--- src/common/irc_params.svh ---
`ifndef IRC_PARAMS_SVH
`define IRC_PARAMS_SVH
// ----------------------------------------
// register indices and byte addresses
// ----------------------------------------
`define IRC_IDX_MODE 8'hf0
`define IRC_IDX_OPT 8'hf1
`define IRC_IDX_BLANK 8'hf2
`define IRC_ADDR_OF(idx) ({22'h00_0000, (idx), 2'b00})
// ----------------------------------------
// fields and reset values
// ----------------------------------------
`define IRC_MODE_MIDI 0
`define IRC_MODE_FAST 1
`define IRC_OPT_RXPOL 0
`define IRC_OPT_TXPOL 1
`define IRC_OPT_DUPLEX 2
`define IRC_OPT_PMODE_LO 3
`define IRC_OPT_ROUTE_LO 6
`define IRC_RST_MODE 8'h00
`define IRC_RST_OPT 8'h00
`define IRC_RST_BLANK 8'h03
// ----------------------------------------
// timing
// ----------------------------------------
`define IRC_CLK_PERIOD_PS 8000
`define IRC_BLANK_STEP_PS 100000000
`define IRC_BLANK_STEP_CYC ((`IRC_BLANK_STEP_PS + `IRC_CLK_PERIOD_PS - 1) / `IRC_CLK_PERIOD_PS)
`endif

--- src/common/irc_pkg.sv ---
package irc_pkg;
  typedef enum logic [2:0] {
    IRC_PM_UART = 3'h0, IRC_PM_SIRA = 3'h1, IRC_PM_ASK = 3'h2, IRC_PM_SIRB = 3'h3,
    IRC_PM_HDLC = 3'h4, IRC_PM_4PPM = 3'h5, IRC_PM_CIR = 3'h6, IRC_PM_RAW = 3'h7
  } irc_mode_type;
  typedef enum logic [1:0] {
    IRC_RT_SERIAL = 2'h0, IRC_RT_IR = 2'h1, IRC_RT_AUX = 2'h2, IRC_RT_OFF = 2'h3
  } irc_route_type;
  typedef enum logic [1:0] {BLK_IDLE = 2'b00, BLK_BUSY = 2'b01, BLK_HOLD = 2'b11} irc_blank_state_type;
  typedef struct packed {
    logic hsel;
    logic [31:0] haddr;
    logic [1:0] htrans;
    logic hwrite;
    logic [2:0] hsize;
    logic hready;
    logic [31:0] hwdata;
  } irc_ahb_req_type;
  typedef struct packed {
    logic hreadyout;
    logic hresp;
    logic [31:0] hrdata;
  } irc_ahb_rsp_type;
  typedef struct packed {
    logic midiEnable;
    logic highSpeed;
    logic rxActiveLow;
    logic txActiveLow;
    logic halfDuplex;
    irc_mode_type portMode;
    irc_route_type route;
    logic [7:0] blankTime;
  } irc_cfg_type;
endpackage : irc_pkg

--- src/hdl/irc_infrared_cfg.sv ---
// Register access over AHB-Lite was decided locally.
`timescale 1ns/100ps
`include "irc_params.svh"
// Operation
// (RL1) mode bit 0 enables the musical-instrument serial option, reset 0.
// (RL2) mode bit 1 enables high-speed baud, reset 0; bits 7:2 reserved.
// (RL3) option bit 0 sets receive polarity: 0 active high, 1 active low.
// (RL4) option bit 1 sets transmit polarity: 0 active high (reset), 1 low.
// (RL5) option bit 2 selects duplex: 0 full (reset), 1 half.
// (RL6) option bits 5:3 select port modulation mode, 000 standard serial at reset.
// (RL7) option bits 7:6 route port: 00 serial, 01 infrared, else none.
// (RL8) timeout register blanks opposite direction, 100 us per count, 0 to 10 ms.
// (RL9) zero timeout blanks only during activity; each count adds 100 us.
// (RL10) software never programs timeout values 0x65 through 0xff.
// (RL11) blanking applies only in half duplex; full duplex directions independent.
// (RL12) all three registers read back last write and reload defaults on reset.
module irc_infrared_cfg #(
  parameter int BlankStepCycles = `IRC_BLANK_STEP_CYC
) (
  input wire logic core_clk,
  input wire logic rst,
  input irc_pkg::irc_ahb_req_type ahbReq,
  output irc_pkg::irc_ahb_rsp_type ahbRsp,
  output irc_pkg::irc_cfg_type cfg,
  input wire logic txData,
  input wire logic txActive,
  input wire logic rxActive,
  output logic rxData,
  output logic rxBlank,
  output logic txBlank,
  input wire logic serialReceivePin,
  input wire logic infrared_receive_pin,
  output logic serialTransmitPin,
  output logic infrared_transmit_pin
);
  import irc_pkg::*;

  // ----------------------------------------
  // register storage
  // ----------------------------------------
  logic [1:0] modeReg_q;
  logic [7:0] optReg_q;
  logic [7:0] blankReg_q;
  logic rdTake;
  logic [7:0] rdIdx;
  logic wrEn;
  logic [7:0] wrIdx;
  logic [7:0] wrData;
  logic [7:0] rdValue;
  logic wrMode;
  logic wrOpt;
  logic wrBlank;

  // ----------------------------------------
  // pin synchronisers and pin state
  // ----------------------------------------
  logic serRx1_q;
  logic serRx2_q;
  logic irRx1_q;
  logic irRx2_q;
  logic rxRaw;
  logic rxPol;
  logic txPol;
  logic txLevel;
  irc_route_type route;

  // ----------------------------------------
  // shared helpers
  // ----------------------------------------
  function automatic logic [7:0] regRead(
    input logic [7:0] idx,
    input logic [1:0] modeV,
    input logic [7:0] optV,
    input logic [7:0] blankV
  );
    logic [7:0] v;
    v = 8'h00;
    case (idx)
      `IRC_IDX_MODE: v = {6'h00, modeV}; // RL2
      `IRC_IDX_OPT: v = optV;
      `IRC_IDX_BLANK: v = blankV;
      default: v = 8'h00;
    endcase
    return v;
  endfunction : regRead

  function automatic logic applyPol(input logic level, input logic activeLow);
    return level ^ activeLow;
  endfunction : applyPol

  function automatic logic wrSel(input logic en, input logic [7:0] idx, input logic [7:0] want);
    return en && (idx == want);
  endfunction : wrSel

  // ----------------------------------------
  // bus slave
  // ----------------------------------------
  irc_ahb_slave u_bus (
    .core_clk(core_clk),
    .rst(rst),
    .req(ahbReq),
    .rdValue(rdValue),
    .rsp(ahbRsp),
    .rdTake(rdTake),
    .rdIdx(rdIdx),
    .wrEn(wrEn),
    .wrIdx(wrIdx),
    .wrData(wrData)
  );

  // a write completing in the same edge as a read address wins the readback
  always_comb begin
    if (wrSel(wrEn, wrIdx, rdIdx)) begin
      rdValue = regRead(rdIdx, wrData[1:0], wrData, wrData); // RL12
    end else begin
      rdValue = regRead(rdIdx, modeReg_q, optReg_q, blankReg_q); // RL12
    end
  end

  // ----------------------------------------
  // write strobes
  // ----------------------------------------
  // flops and bypass decode with the same wrSel compare so they cannot disagree
  assign wrMode = wrSel(wrEn, wrIdx, `IRC_IDX_MODE);
  assign wrOpt = wrSel(wrEn, wrIdx, `IRC_IDX_OPT);
  assign wrBlank = wrSel(wrEn, wrIdx, `IRC_IDX_BLANK);

  // ----------------------------------------
  // configuration registers
  // ----------------------------------------
  always_ff @(posedge core_clk) begin
    if (rst) begin
      modeReg_q <= 2'(`IRC_RST_MODE); // RL12
    end else if (wrMode) begin
      modeReg_q <= wrData[1:0]; // RL1
    end
  end

  always_ff @(posedge core_clk) begin
    if (rst) begin
      optReg_q <= `IRC_RST_OPT; // RL12
    end else if (wrOpt) begin
      optReg_q <= wrData; // RL6
    end
  end

  // reserved values are stored as written; the timer just counts longer
  always_ff @(posedge core_clk) begin
    if (rst) begin
      blankReg_q <= `IRC_RST_BLANK; // RL12
    end else if (wrBlank) begin
      blankReg_q <= wrData; // RL8
    end
  end

  // ----------------------------------------
  // configuration outputs
  // ----------------------------------------
  assign rxPol = optReg_q[`IRC_OPT_RXPOL];
  assign txPol = optReg_q[`IRC_OPT_TXPOL];
  assign route = irc_route_type'(optReg_q[`IRC_OPT_ROUTE_LO +: 2]);

  always_comb begin
    cfg.midiEnable = modeReg_q[`IRC_MODE_MIDI]; // RL1
    cfg.highSpeed = modeReg_q[`IRC_MODE_FAST]; // RL2
    cfg.rxActiveLow = rxPol;
    cfg.txActiveLow = txPol;
    cfg.halfDuplex = optReg_q[`IRC_OPT_DUPLEX]; // RL5
    cfg.portMode = irc_mode_type'(optReg_q[`IRC_OPT_PMODE_LO +: 3]); // RL6
    cfg.route = route;
    cfg.blankTime = blankReg_q;
  end

  // ----------------------------------------
  // half-duplex blanking
  // ----------------------------------------
  // transmit activity blanks receive
  irc_blank_timer #(
    .TickCycles(BlankStepCycles)
  ) u_rx_blank (
    .core_clk(core_clk),
    .rst(rst),
    .enable(cfg.halfDuplex),
    .active(txActive),
    .holdCount(blankReg_q),
    .blank(rxBlank)
  );

  // receive activity blanks transmit
  irc_blank_timer #(
    .TickCycles(BlankStepCycles)
  ) u_tx_blank (
    .core_clk(core_clk),
    .rst(rst),
    .enable(cfg.halfDuplex),
    .active(rxActive),
    .holdCount(blankReg_q),
    .blank(txBlank)
  );

  // ----------------------------------------
  // receive path
  // ----------------------------------------
  always_ff @(posedge core_clk) begin
    if (rst) begin
      serRx1_q <= 1'b0;
      serRx2_q <= 1'b0;
      irRx1_q <= 1'b0;
      irRx2_q <= 1'b0;
    end else begin
      serRx1_q <= serialReceivePin;
      serRx2_q <= serRx1_q;
      irRx1_q <= infrared_receive_pin;
      irRx2_q <= irRx1_q;
    end
  end

  always_comb begin
    case (route)
      IRC_RT_SERIAL: rxRaw = serRx2_q; // RL7
      IRC_RT_IR: rxRaw = irRx2_q; // RL7
      default: rxRaw = rxPol; // unrouted: reads as idle
    endcase
  end

  // blanked data reads as idle so the engine sees no start edge
  always_ff @(posedge core_clk) begin
    if (rst) begin
      rxData <= 1'b0;
    end else if (rxBlank) begin
      rxData <= 1'b0; // RL11
    end else begin
      rxData <= applyPol(rxRaw, rxPol); // RL3
    end
  end

  // ----------------------------------------
  // transmit path
  // ----------------------------------------
  assign txLevel = applyPol(txData && !txBlank, txPol); // RL4

  always_ff @(posedge core_clk) begin
    if (rst) begin
      serialTransmitPin <= 1'b0;
      infrared_transmit_pin <= 1'b0;
    end else begin
      serialTransmitPin <= (route == IRC_RT_SERIAL) ? txLevel : txPol; // RL7
      infrared_transmit_pin <= (route == IRC_RT_IR) ? txLevel : txPol; // RL7
    end
  end
endmodule : irc_infrared_cfg

--- src/hdl/irc_blank_timer.sv ---
`timescale 1ns/100ps
module irc_blank_timer #(
  parameter int TickCycles = 12500
) (
  input wire logic core_clk,
  input wire logic rst,
  input wire logic enable,
  input wire logic active,
  input wire logic [7:0] holdCount,
  output logic blank
);
  import irc_pkg::*;
  irc_blank_state_type state_q, state_d;
  logic [7:0] left_q;
  logic [$clog2(TickCycles)-1:0] cyc_q;
  logic tick;
  int heldCyc_q;
  int holdTarget_q;
  assign tick = (cyc_q == ($bits(cyc_q))'(TickCycles - 1));
  always_comb begin
    state_d = state_q;
    case (state_q)
      BLK_IDLE: if (active) state_d = BLK_BUSY;
      BLK_BUSY: if (!active) state_d = (holdCount == 8'h00) ? BLK_IDLE : BLK_HOLD; // RL9
      BLK_HOLD: if (active) state_d = BLK_BUSY; else if (tick && left_q == 8'h01) state_d = BLK_IDLE; // RL8
      default: state_d = BLK_IDLE;
    endcase
    if (!enable) state_d = BLK_IDLE; // RL11
  end
  always_ff @(posedge core_clk) begin
    state_q <= rst ? BLK_IDLE : state_d;
    blank <= rst ? 1'b0 : (state_d != BLK_IDLE);
  end
  always_ff @(posedge core_clk) begin
    if (rst || state_q != BLK_HOLD || tick) cyc_q <= '0;
    else cyc_q <= cyc_q + 1'b1;
  end
  always_ff @(posedge core_clk) begin
    if (rst) left_q <= 8'h00;
    else if (state_q == BLK_BUSY) left_q <= holdCount; // RL8
    else if (state_q == BLK_HOLD && tick) left_q <= left_q - 8'h01;
  end
  always_ff @(posedge core_clk) heldCyc_q <= (state_q == BLK_HOLD) ? heldCyc_q + 1 : 0;
  always_ff @(posedge core_clk) if (state_q == BLK_BUSY) holdTarget_q <= int'(holdCount);
endmodule : irc_blank_timer

--- src/hdl/irc_ahb_slave.sv ---
`timescale 1ns/100ps
module irc_ahb_slave (
  input wire logic core_clk,
  input wire logic rst,
  input irc_pkg::irc_ahb_req_type req,
  input wire logic [7:0] rdValue,
  output irc_pkg::irc_ahb_rsp_type rsp,
  output logic rdTake,
  output logic [7:0] rdIdx,
  output logic wrEn,
  output logic [7:0] wrIdx,
  output logic [7:0] wrData
);
  import irc_pkg::*;
  logic take, hit, wrPend_q;
  logic [7:0] wrIdx_q;
  // --------------------------------------
  // address phase decode
  // --------------------------------------
  assign take = req.hsel && req.htrans[1] && req.hready;
  assign hit = (req.haddr[31:10] == 22'h00_0000) && (req.haddr[1:0] == 2'b00);
  assign rdIdx = req.haddr[9:2];
  assign rdTake = take && !req.hwrite;
  assign wrEn = wrPend_q;
  assign wrIdx = wrIdx_q;
  assign wrData = req.hwdata[7:0];
  always_ff @(posedge core_clk) begin
    wrPend_q <= rst ? 1'b0 : (take && req.hwrite && hit);
    wrIdx_q <= rst ? 8'h00 : req.haddr[9:2];
  end
  // zero wait states: read data registered at the address phase edge
  always_ff @(posedge core_clk) begin
    if (rst) begin
      rsp <= '{hreadyout: 1'b1, hresp: 1'b0, hrdata: 32'h0000_0000};
    end else begin
      rsp.hreadyout <= 1'b1;
      rsp.hresp <= 1'b0;
      if (rdTake) rsp.hrdata <= hit ? {24'h00_0000, rdValue} : 32'h0000_0000;
    end
  end
endmodule : irc_ahb_slave

--- config.mk ---
export PLATFORM = sky130hd
export DESIGN_NAME = irc_infrared_cfg
export DESIGN_NICKNAME = d
export VERILOG_FILES = /design/src/common/irc_pkg.sv /design/src/hdl/irc_infrared_cfg.sv /design/src/hdl/irc_blank_timer.sv /design/src/hdl/irc_ahb_slave.sv
export VERILOG_INCLUDE_DIRS = /design/src /design/src/common
export SDC_FILE = /design/constraint.sdc
export NUM_CORES = 1
export LEC_CHECK = 0
export ABC_AREA = 1
export BUFFER_PORTS_ARGS = -buffer_cell sky130_fd_sc_hd__buf_2
export CAP_MARGIN = 20
export CORE_UTILIZATION = 45
export CTS_BUF_LIST = sky130_fd_sc_hd__clkbuf_8
export DETAILED_ROUTE_END_ITERATION = 12
export GPL_TIMING_DRIVEN = 0
export PLACE_DENSITY = 0.7
export SYNTH_ARGS = -nofsm -noshare
export SYNTH_HDL_FRONTEND = slang
export SYNTH_SLANG_ARGS = --single-unit
--- constraint.sdc ---
create_clock -name core_clk -period 1.6 [get_ports core_clk]
set_input_delay 0.32 -clock core_clk [delete_from_list [all_inputs] [get_ports core_clk]]
set_output_delay 0.32 -clock core_clk [all_outputs]
set_load 0.05 [all_outputs]
# Word level (Yosys, flattened, before mapping)
# Index checks and enable logic that the tools add are counted.
dict set report classes {
  n_addsub 4
  multipliers 0
  n_div 0
  magnitude_cmp 0
  n_eq_ne 18
  shift 0
  muxes 24
  bitwise_logic 2
  reduce_logical 33
}
# operator count
set ops {}
lappend ops {{8-bit == test, second input constant} 6}
lappend ops {{8-bit two-way mux} 6}
lappend ops {{14-bit by 1-bit adder with 14-bit output, second input constant} 2}
lappend ops {{14-bit == test, second input constant} 2}
lappend ops {{8-bit one-hot mux with 3 select lines} 1}
lappend ops {{22-bit zero test} 1}
lappend ops {{2-bit two-way mux} 11}
lappend ops {{8-bit by 1-bit == test with 1-bit output, second input constant} 2}
lappend ops {{8-bit one-hot mux with 2 select lines} 1}
lappend ops {{8-bit by 1-bit subtractor with 8-bit output, second input constant} 2}
lappend ops {{1-bit logical AND} 15}
lappend ops {{2-bit one-hot mux with 3 select lines} 2}
lappend ops {{8-bit == test} 1}
lappend ops {{2-bit zero test} 4}
lappend ops {{8-bit zero test} 1}
lappend ops {{2-bit nonzero test} 4}
lappend ops {{2-bit by 1-bit == test with 1-bit output, second input constant} 3}
lappend ops {{2-bit == test, second input constant} 2}
lappend ops {{1-bit logical OR} 4}
lappend ops {{2-bit inequality test, second input constant} 2}
lappend ops {{2-bit OR reduction} 2}
lappend ops {{1-bit zero test} 2}
lappend ops {{1-bit two-way mux} 2}
lappend ops {{1-bit one-hot mux with 2 select lines} 1}
lappend ops {{1-bit bitwise XOR} 2}
dict set report word_totals {
  reg_bits 117
  latch_bits 0
  ramBits 0
  rom_bits 0
  input_bits 79
  out_inout_bits 57
  wordCells 103
  n_memories 0
}

# Depth between registers and ports, before layout
dict set report depth {
  ltp_word 7
  mapped_depth 10
  mapped_depth_nobuf 10
}

# Modules after synthesis
# A second synthesis with hierarchy kept.
dict set report hier_totals {
  hier_cells 877
  hier_area_um2 5657.9
}
# mod instances cells_per_inst area_each_um2 seq_area_each_um2
set by_module_without_submodules {}
lappend by_module_without_submodules {irc_blank_timer 2 234 1507.7 500.5}
lappend by_module_without_submodules {irc_infrared_cfg 1 279 1624.1 500.5}
lappend by_module_without_submodules {irc_ahb_slave 1 130 1018.5 340.3}

# Worst setup path before layout
# No wires, ideal clock.
dict set report synth_timing {
  kind {reg2reg}
  from {reg u_rx_blank.cyc_q[0]}
  to {reg u_rx_blank.cyc_q[7]}
  setup_ns 0.115
  arrival_time_ns 1.319
  path_slack_ns 0.166
  path_stages_with_launch 8
  path_buffers 1
  synth_period_minus_slack_ns 1.434
  path_cell_list {dfxtp_1 ha_1 nand2_1 nor4_4 nand2_1 nand3_2 buf_6 nor2_2}
}
dict set report synth_between {
  elab_chain_cells 2
  elab_cells_between_ends 3
  cone_classes {add/sub: 1; eq/ne: 1; reduce/logical: 1}
}
# item line
set synth_lines {}
lappend synth_lines {{from (decl)} irc_blank_timer.sv:15} ;# logic [$clog2(TickCycles)-1:0] cyc_q;
lappend synth_lines {{from (signal assigned)} irc_blank_timer.sv:36} ;# else cyc_q <= cyc_q + 1'b1;
lappend synth_lines {{parallel branches: the longest is 2 deep, another holds 14-bit by 1-bit adder with 14-bit output} -}
# Several ways; the timed one is not identified.
# A chain may end at the register's enable or synchronous reset.

# Final worst setup path
dict set report layout_timing {
  from {reg blankReg_q[1]}
  to {out cfg[1] (netlist name)}
}
# item line
set layout_lines {}
lappend layout_lines {{from (decl)} irc_infrared_cfg.sv:43} ;# logic [7:0] blankReg_q;
lappend layout_lines {{from (signal assigned)} irc_infrared_cfg.sv:150} ;# blankReg_q <= `IRC_RST_BLANK;
lappend layout_lines {{from (signal assigned)} irc_infrared_cfg.sv:152} ;# blankReg_q <= wrData;
lappend layout_lines {{to (decl)} irc_infrared_cfg.sv:24} ;# output irc_pkg::irc_cfg_type cfg,
# No word-level cell between the ends.

==> results.json <==
{
  "cts_tree": "yes",
  "synth-edff-count": 0,
  "slew_headroom": 0.611,
  "switching_share": 0.256,
  "synthCells": 714,
  "h-tree-depth": 3,
  "maxCapViolCount": 0,
  "final_antenna_net_count": 0,
  "drtPass1Iterations": 6,
  "met1Wirelength_microns": 5140,
  "diodes": 0,
  "p_comb_frac": 0.096,
  "area_delta_synth_final_pct": 20.6,
  "p_leak_nw": 2.65,
  "drive_gt1_frac": 0.243,
  "fillCellCount": 1011,
  "p_seq_frac": 0.533,
  "placed_cell_area_sq_um": 5600,
  "num_vias": 4779,
  "wl_per_cell_microns": 12.2,
  "grt_pass1_vias": 4499,
  "cp_top_family": "flip-flops",
  "highest_layer": "met4",
  "setup_tns_ns": 0,
  "hold_depth": 3,
  "grt_pass1_wl_microns": 19900,
  "power.internal_mw": 3.23,
  "ys_top_cells_by_count": "nand2_1 (132), inv_1 (94), nor2_1 (94), dfxtp_1 (92), nand3_1 (61)",
  "timing.rr.start": "u_rx_blank.cyc_q[0]",
  "fin_area_sq_um": 5960,
  "die_w_microns": 107,
  "path_cells": "buf_2",
  "reg2reg_depth": 8,
  "finalWirelength_microns": 12000,
  "initial_core_util": 0.470,
  "multi_input_area_sq_um": 2590,
  "synth_cell_type_count": 46,
  "r2r_setup_slack_ns": 0.10,
  "start_kind": "register",
  "max_freq_mhz": 637,
  "synth_top_flop_cell": "dfxtp_1",
  "viasPerCell": 4.88,
  "p_clk_frac": 0.371,
  "cp_data_arrival_time_ns": 1.25,
  "irDropWorstVdd_v": 0.000458,
  "fin_worst_skew_ns": 0.0133,
  "syn_avg_cell_area_sq_um": 6.92,
  "ys_ff_latch": 92,
  "clock-sinks": 92,
  "power_mw": 4.34,
  "port_buffers": 80,
  "ctsLongestPathBuffers": 2,
  "grt_use_total": 0.218,
  "clkTransAtPathRegs_ns": 0.09,
  "crit_type": "reg -> out",
  "clockRootBuffer": "clkbuf_8",
  "worstHoldStart": "infrared_receive_pin",
  "rows": 37,
  "cp-end-kind": "primary output",
  "wl_met2_microns": 5940,
  "finalCriticalPeriod_ns": 1.57,
  "slew_violations": 0,
  "crit_buf_inv": 1,
  "hold_viol_final": 0,
  "yosysWarnings": 0,
  "grt_antenna_before_repair": 0,
  "yosysMostFrequentCell": "nand2_1",
  "synthTopCellsByArea": "dfxtp_1 (37%), nand2_1 (10%), inv_1 (7.1%)",
  "grt_max_degree": 15,
  "p_per_area_nw_per_um2": 729,
  "path_max_fanout": 6,
  "async_flop_share": 0,
  "hp-class": "in -> reg",
  "synth_top_area_cell": "dfxtp_1",
  "cp.required_ns": 1.28,
  "seq_area_sq_um": 1850,
  "critPathSlowestCell": "dfxtp_1",
  "ios": 136,
  "hold_end": "irRx1_q",
  "syn_area_sq_um": 4940,
  "dp_hpwl_microns": 9230,
  "synth-seq-area-share": 0.373,
  "grt_overflow": 0,
  "design.core.area_sq_um": 10500,
  "setup_violations": 0,
  "nets": 923,
  "post-route-period-util": 0.981,
  "switching_power_mw": 1.11,
  "slowest_delay_ns": 0.55,
  "die_h_microns": 107,
  "wl_met3_microns": 601,
  "drc": 0,
  "worst_slew_pin_slew_ns": 0.584,
  "status": "complete, no violations",
  "reg2reg_to": "u_rx_blank.left_q[2]",
  "clock_latency_ns": 0.36,
  "cts_buffers": 9,
  "die_area_sq_um": 11400,
  "first_iter_violations": 201,
  "synth_top_area_share": 0.373,
  "finalWeightedCongestion": 0.905
}
==> state kept, by name, indices dropped and copies added, names as in the netlist, 8 cells and up <==
| register | cells |
|---|---|
| u_bus.wrIdx | 8 |
| u_tx_blank.cyc_q | 14 |
| u_rx_blank.left_q | 8 |
| u_rx_blank.cyc_q | 14 |
| u_bus.rsp | 8 |
| optReg_q | 8 |
| u_tx_blank.left_q | 8 |
| blankReg_q | 8 |
==> area by class of cell <==
| type | instances | share of cell area |
|---|---|---|
| plain buffers | 40 | 0.0466 |
| clock buffers | 11 | 0.0254 |
| clock inverters | 5 | 0.00881 |
| inverters | 107 | 0.0674 |
| multi-input cells | 499 | 0.434 |
| flip-flops and latches | 92 | 0.310 |
| well taps | 136 | 0.0285 |
| repair buffers | 89 | 0.0785 |
==> metrics by stage <==
stage                     std cells  setup WS [ns]  hold slack (ns)   util
after global placement          954        -0.0967            0.395  0.533
final                           979         0.0306            0.163  0.567
after floorplan                 738          0.166            0.388      -
after detailed placement        954        -0.0873            0.397  0.533
after CTS                       974        0.00700            0.150  0.557
after global routing            979       -0.00820            0.176  0.567
==> layer usage <==
metal / vias up / track usage
met1: 2149 / 0.251
met5: - / 0
met3: 25 / 0.0426
met2: 132 / 0.388
li1: 2473 / -
met4: 0 / 0.0988
==> cells in the final DEF (no fill, tap or decap), types with 4 or more instances in the layout <==
| cell type | count |
|---|---|
| ha_1 | 4 |
| clkbuf_1 | 4 |
| o211ai_1 | 4 |
| inv_2 | 12 |
| a211oi_2 | 6 |
| inv_1 | 96 |
| nor2_2 | 13 |
| nor3b_1 | 4 |
| clkbuf_8 | 11 |
| o21ai_1 | 9 |
| nor3_2 | 4 |
| nand4_1 | 9 |
| o21ai_0 | 28 |
| xor2_1 | 12 |
| nor2_1 | 91 |
| nor2_4 | 5 |
| buf_2 | 83 |
| nor3_1 | 12 |
| dfxtp_2 | 4 |
| nand2_2 | 6 |
| a21oi_2 | 6 |
| conb_1 | 26 |
| nand3_1 | 61 |
| dfxtp_1 | 87 |
| buf_4 | 38 |
| nand2_1 | 129 |
| a21oi_1 | 44 |
==> cells by family (layout without fill, tap and decap cells) <==
| logic type | Yosys count | after routing | synth area share |
|---|---|---|---|
| fa+ha+maj | 6 | 6 | 0.0152 |
| simple gates | 348 | 348 | 0.324 |
| buf+inv | 147 | 252 | 0.136 |
| other cells | 2 | 26 | 0.00152 |
| compound gates | 104 | 104 | 0.124 |
| flops | 92 | 92 | 0.373 |
| xor+xnor | 15 | 15 | 0.0266 |
==> power groups by stage <==
| stage | Sequential (mW) | Clock [mW] | Combinational, mW |
|---|---|---|---|
| 2_1_floorplan | 2.37 | 0 | 0.298 |
| 3_3_place_gp | 2.37 | 0 | 0.407 |
| 3_5_place_dp | 2.37 | 0 | 0.412 |
| 4_1_cts | 2.32 | 1.64 | 0.413 |
| 5_1_grt | 2.32 | 1.73 | 0.457 |
| 6_report | 2.31 | 1.61 | 0.419 |
==> worst max-delay path by stage <==
stage / endpoint / depth (start not counted) / start
6_report: cfg[1] / 1 / blankReg_q[1]
5_1_grt: u_tx_blank.cyc_q[13] / 7 / u_tx_blank.cyc_q[2]
4_1_cts: u_rx_blank.blank / 9 / u_rx_blank.cyc_q[0]
3_5_place_dp: u_rx_blank.left_q[4] / 5 / rst
3_3_place_gp: u_rx_blank.left_q[4] / 5 / rst
2_1_floorplan: u_rx_blank.cyc_q[7] / 7 / u_rx_blank.cyc_q[0]
==> timing repair <==
action,CTS,global route
hold buffers,0,0
resized for setup,4,21
setup buffers,4,5
setup endpoints to repair,9,53
pin swaps,3,5
Power figures use the tool's default switching activity.
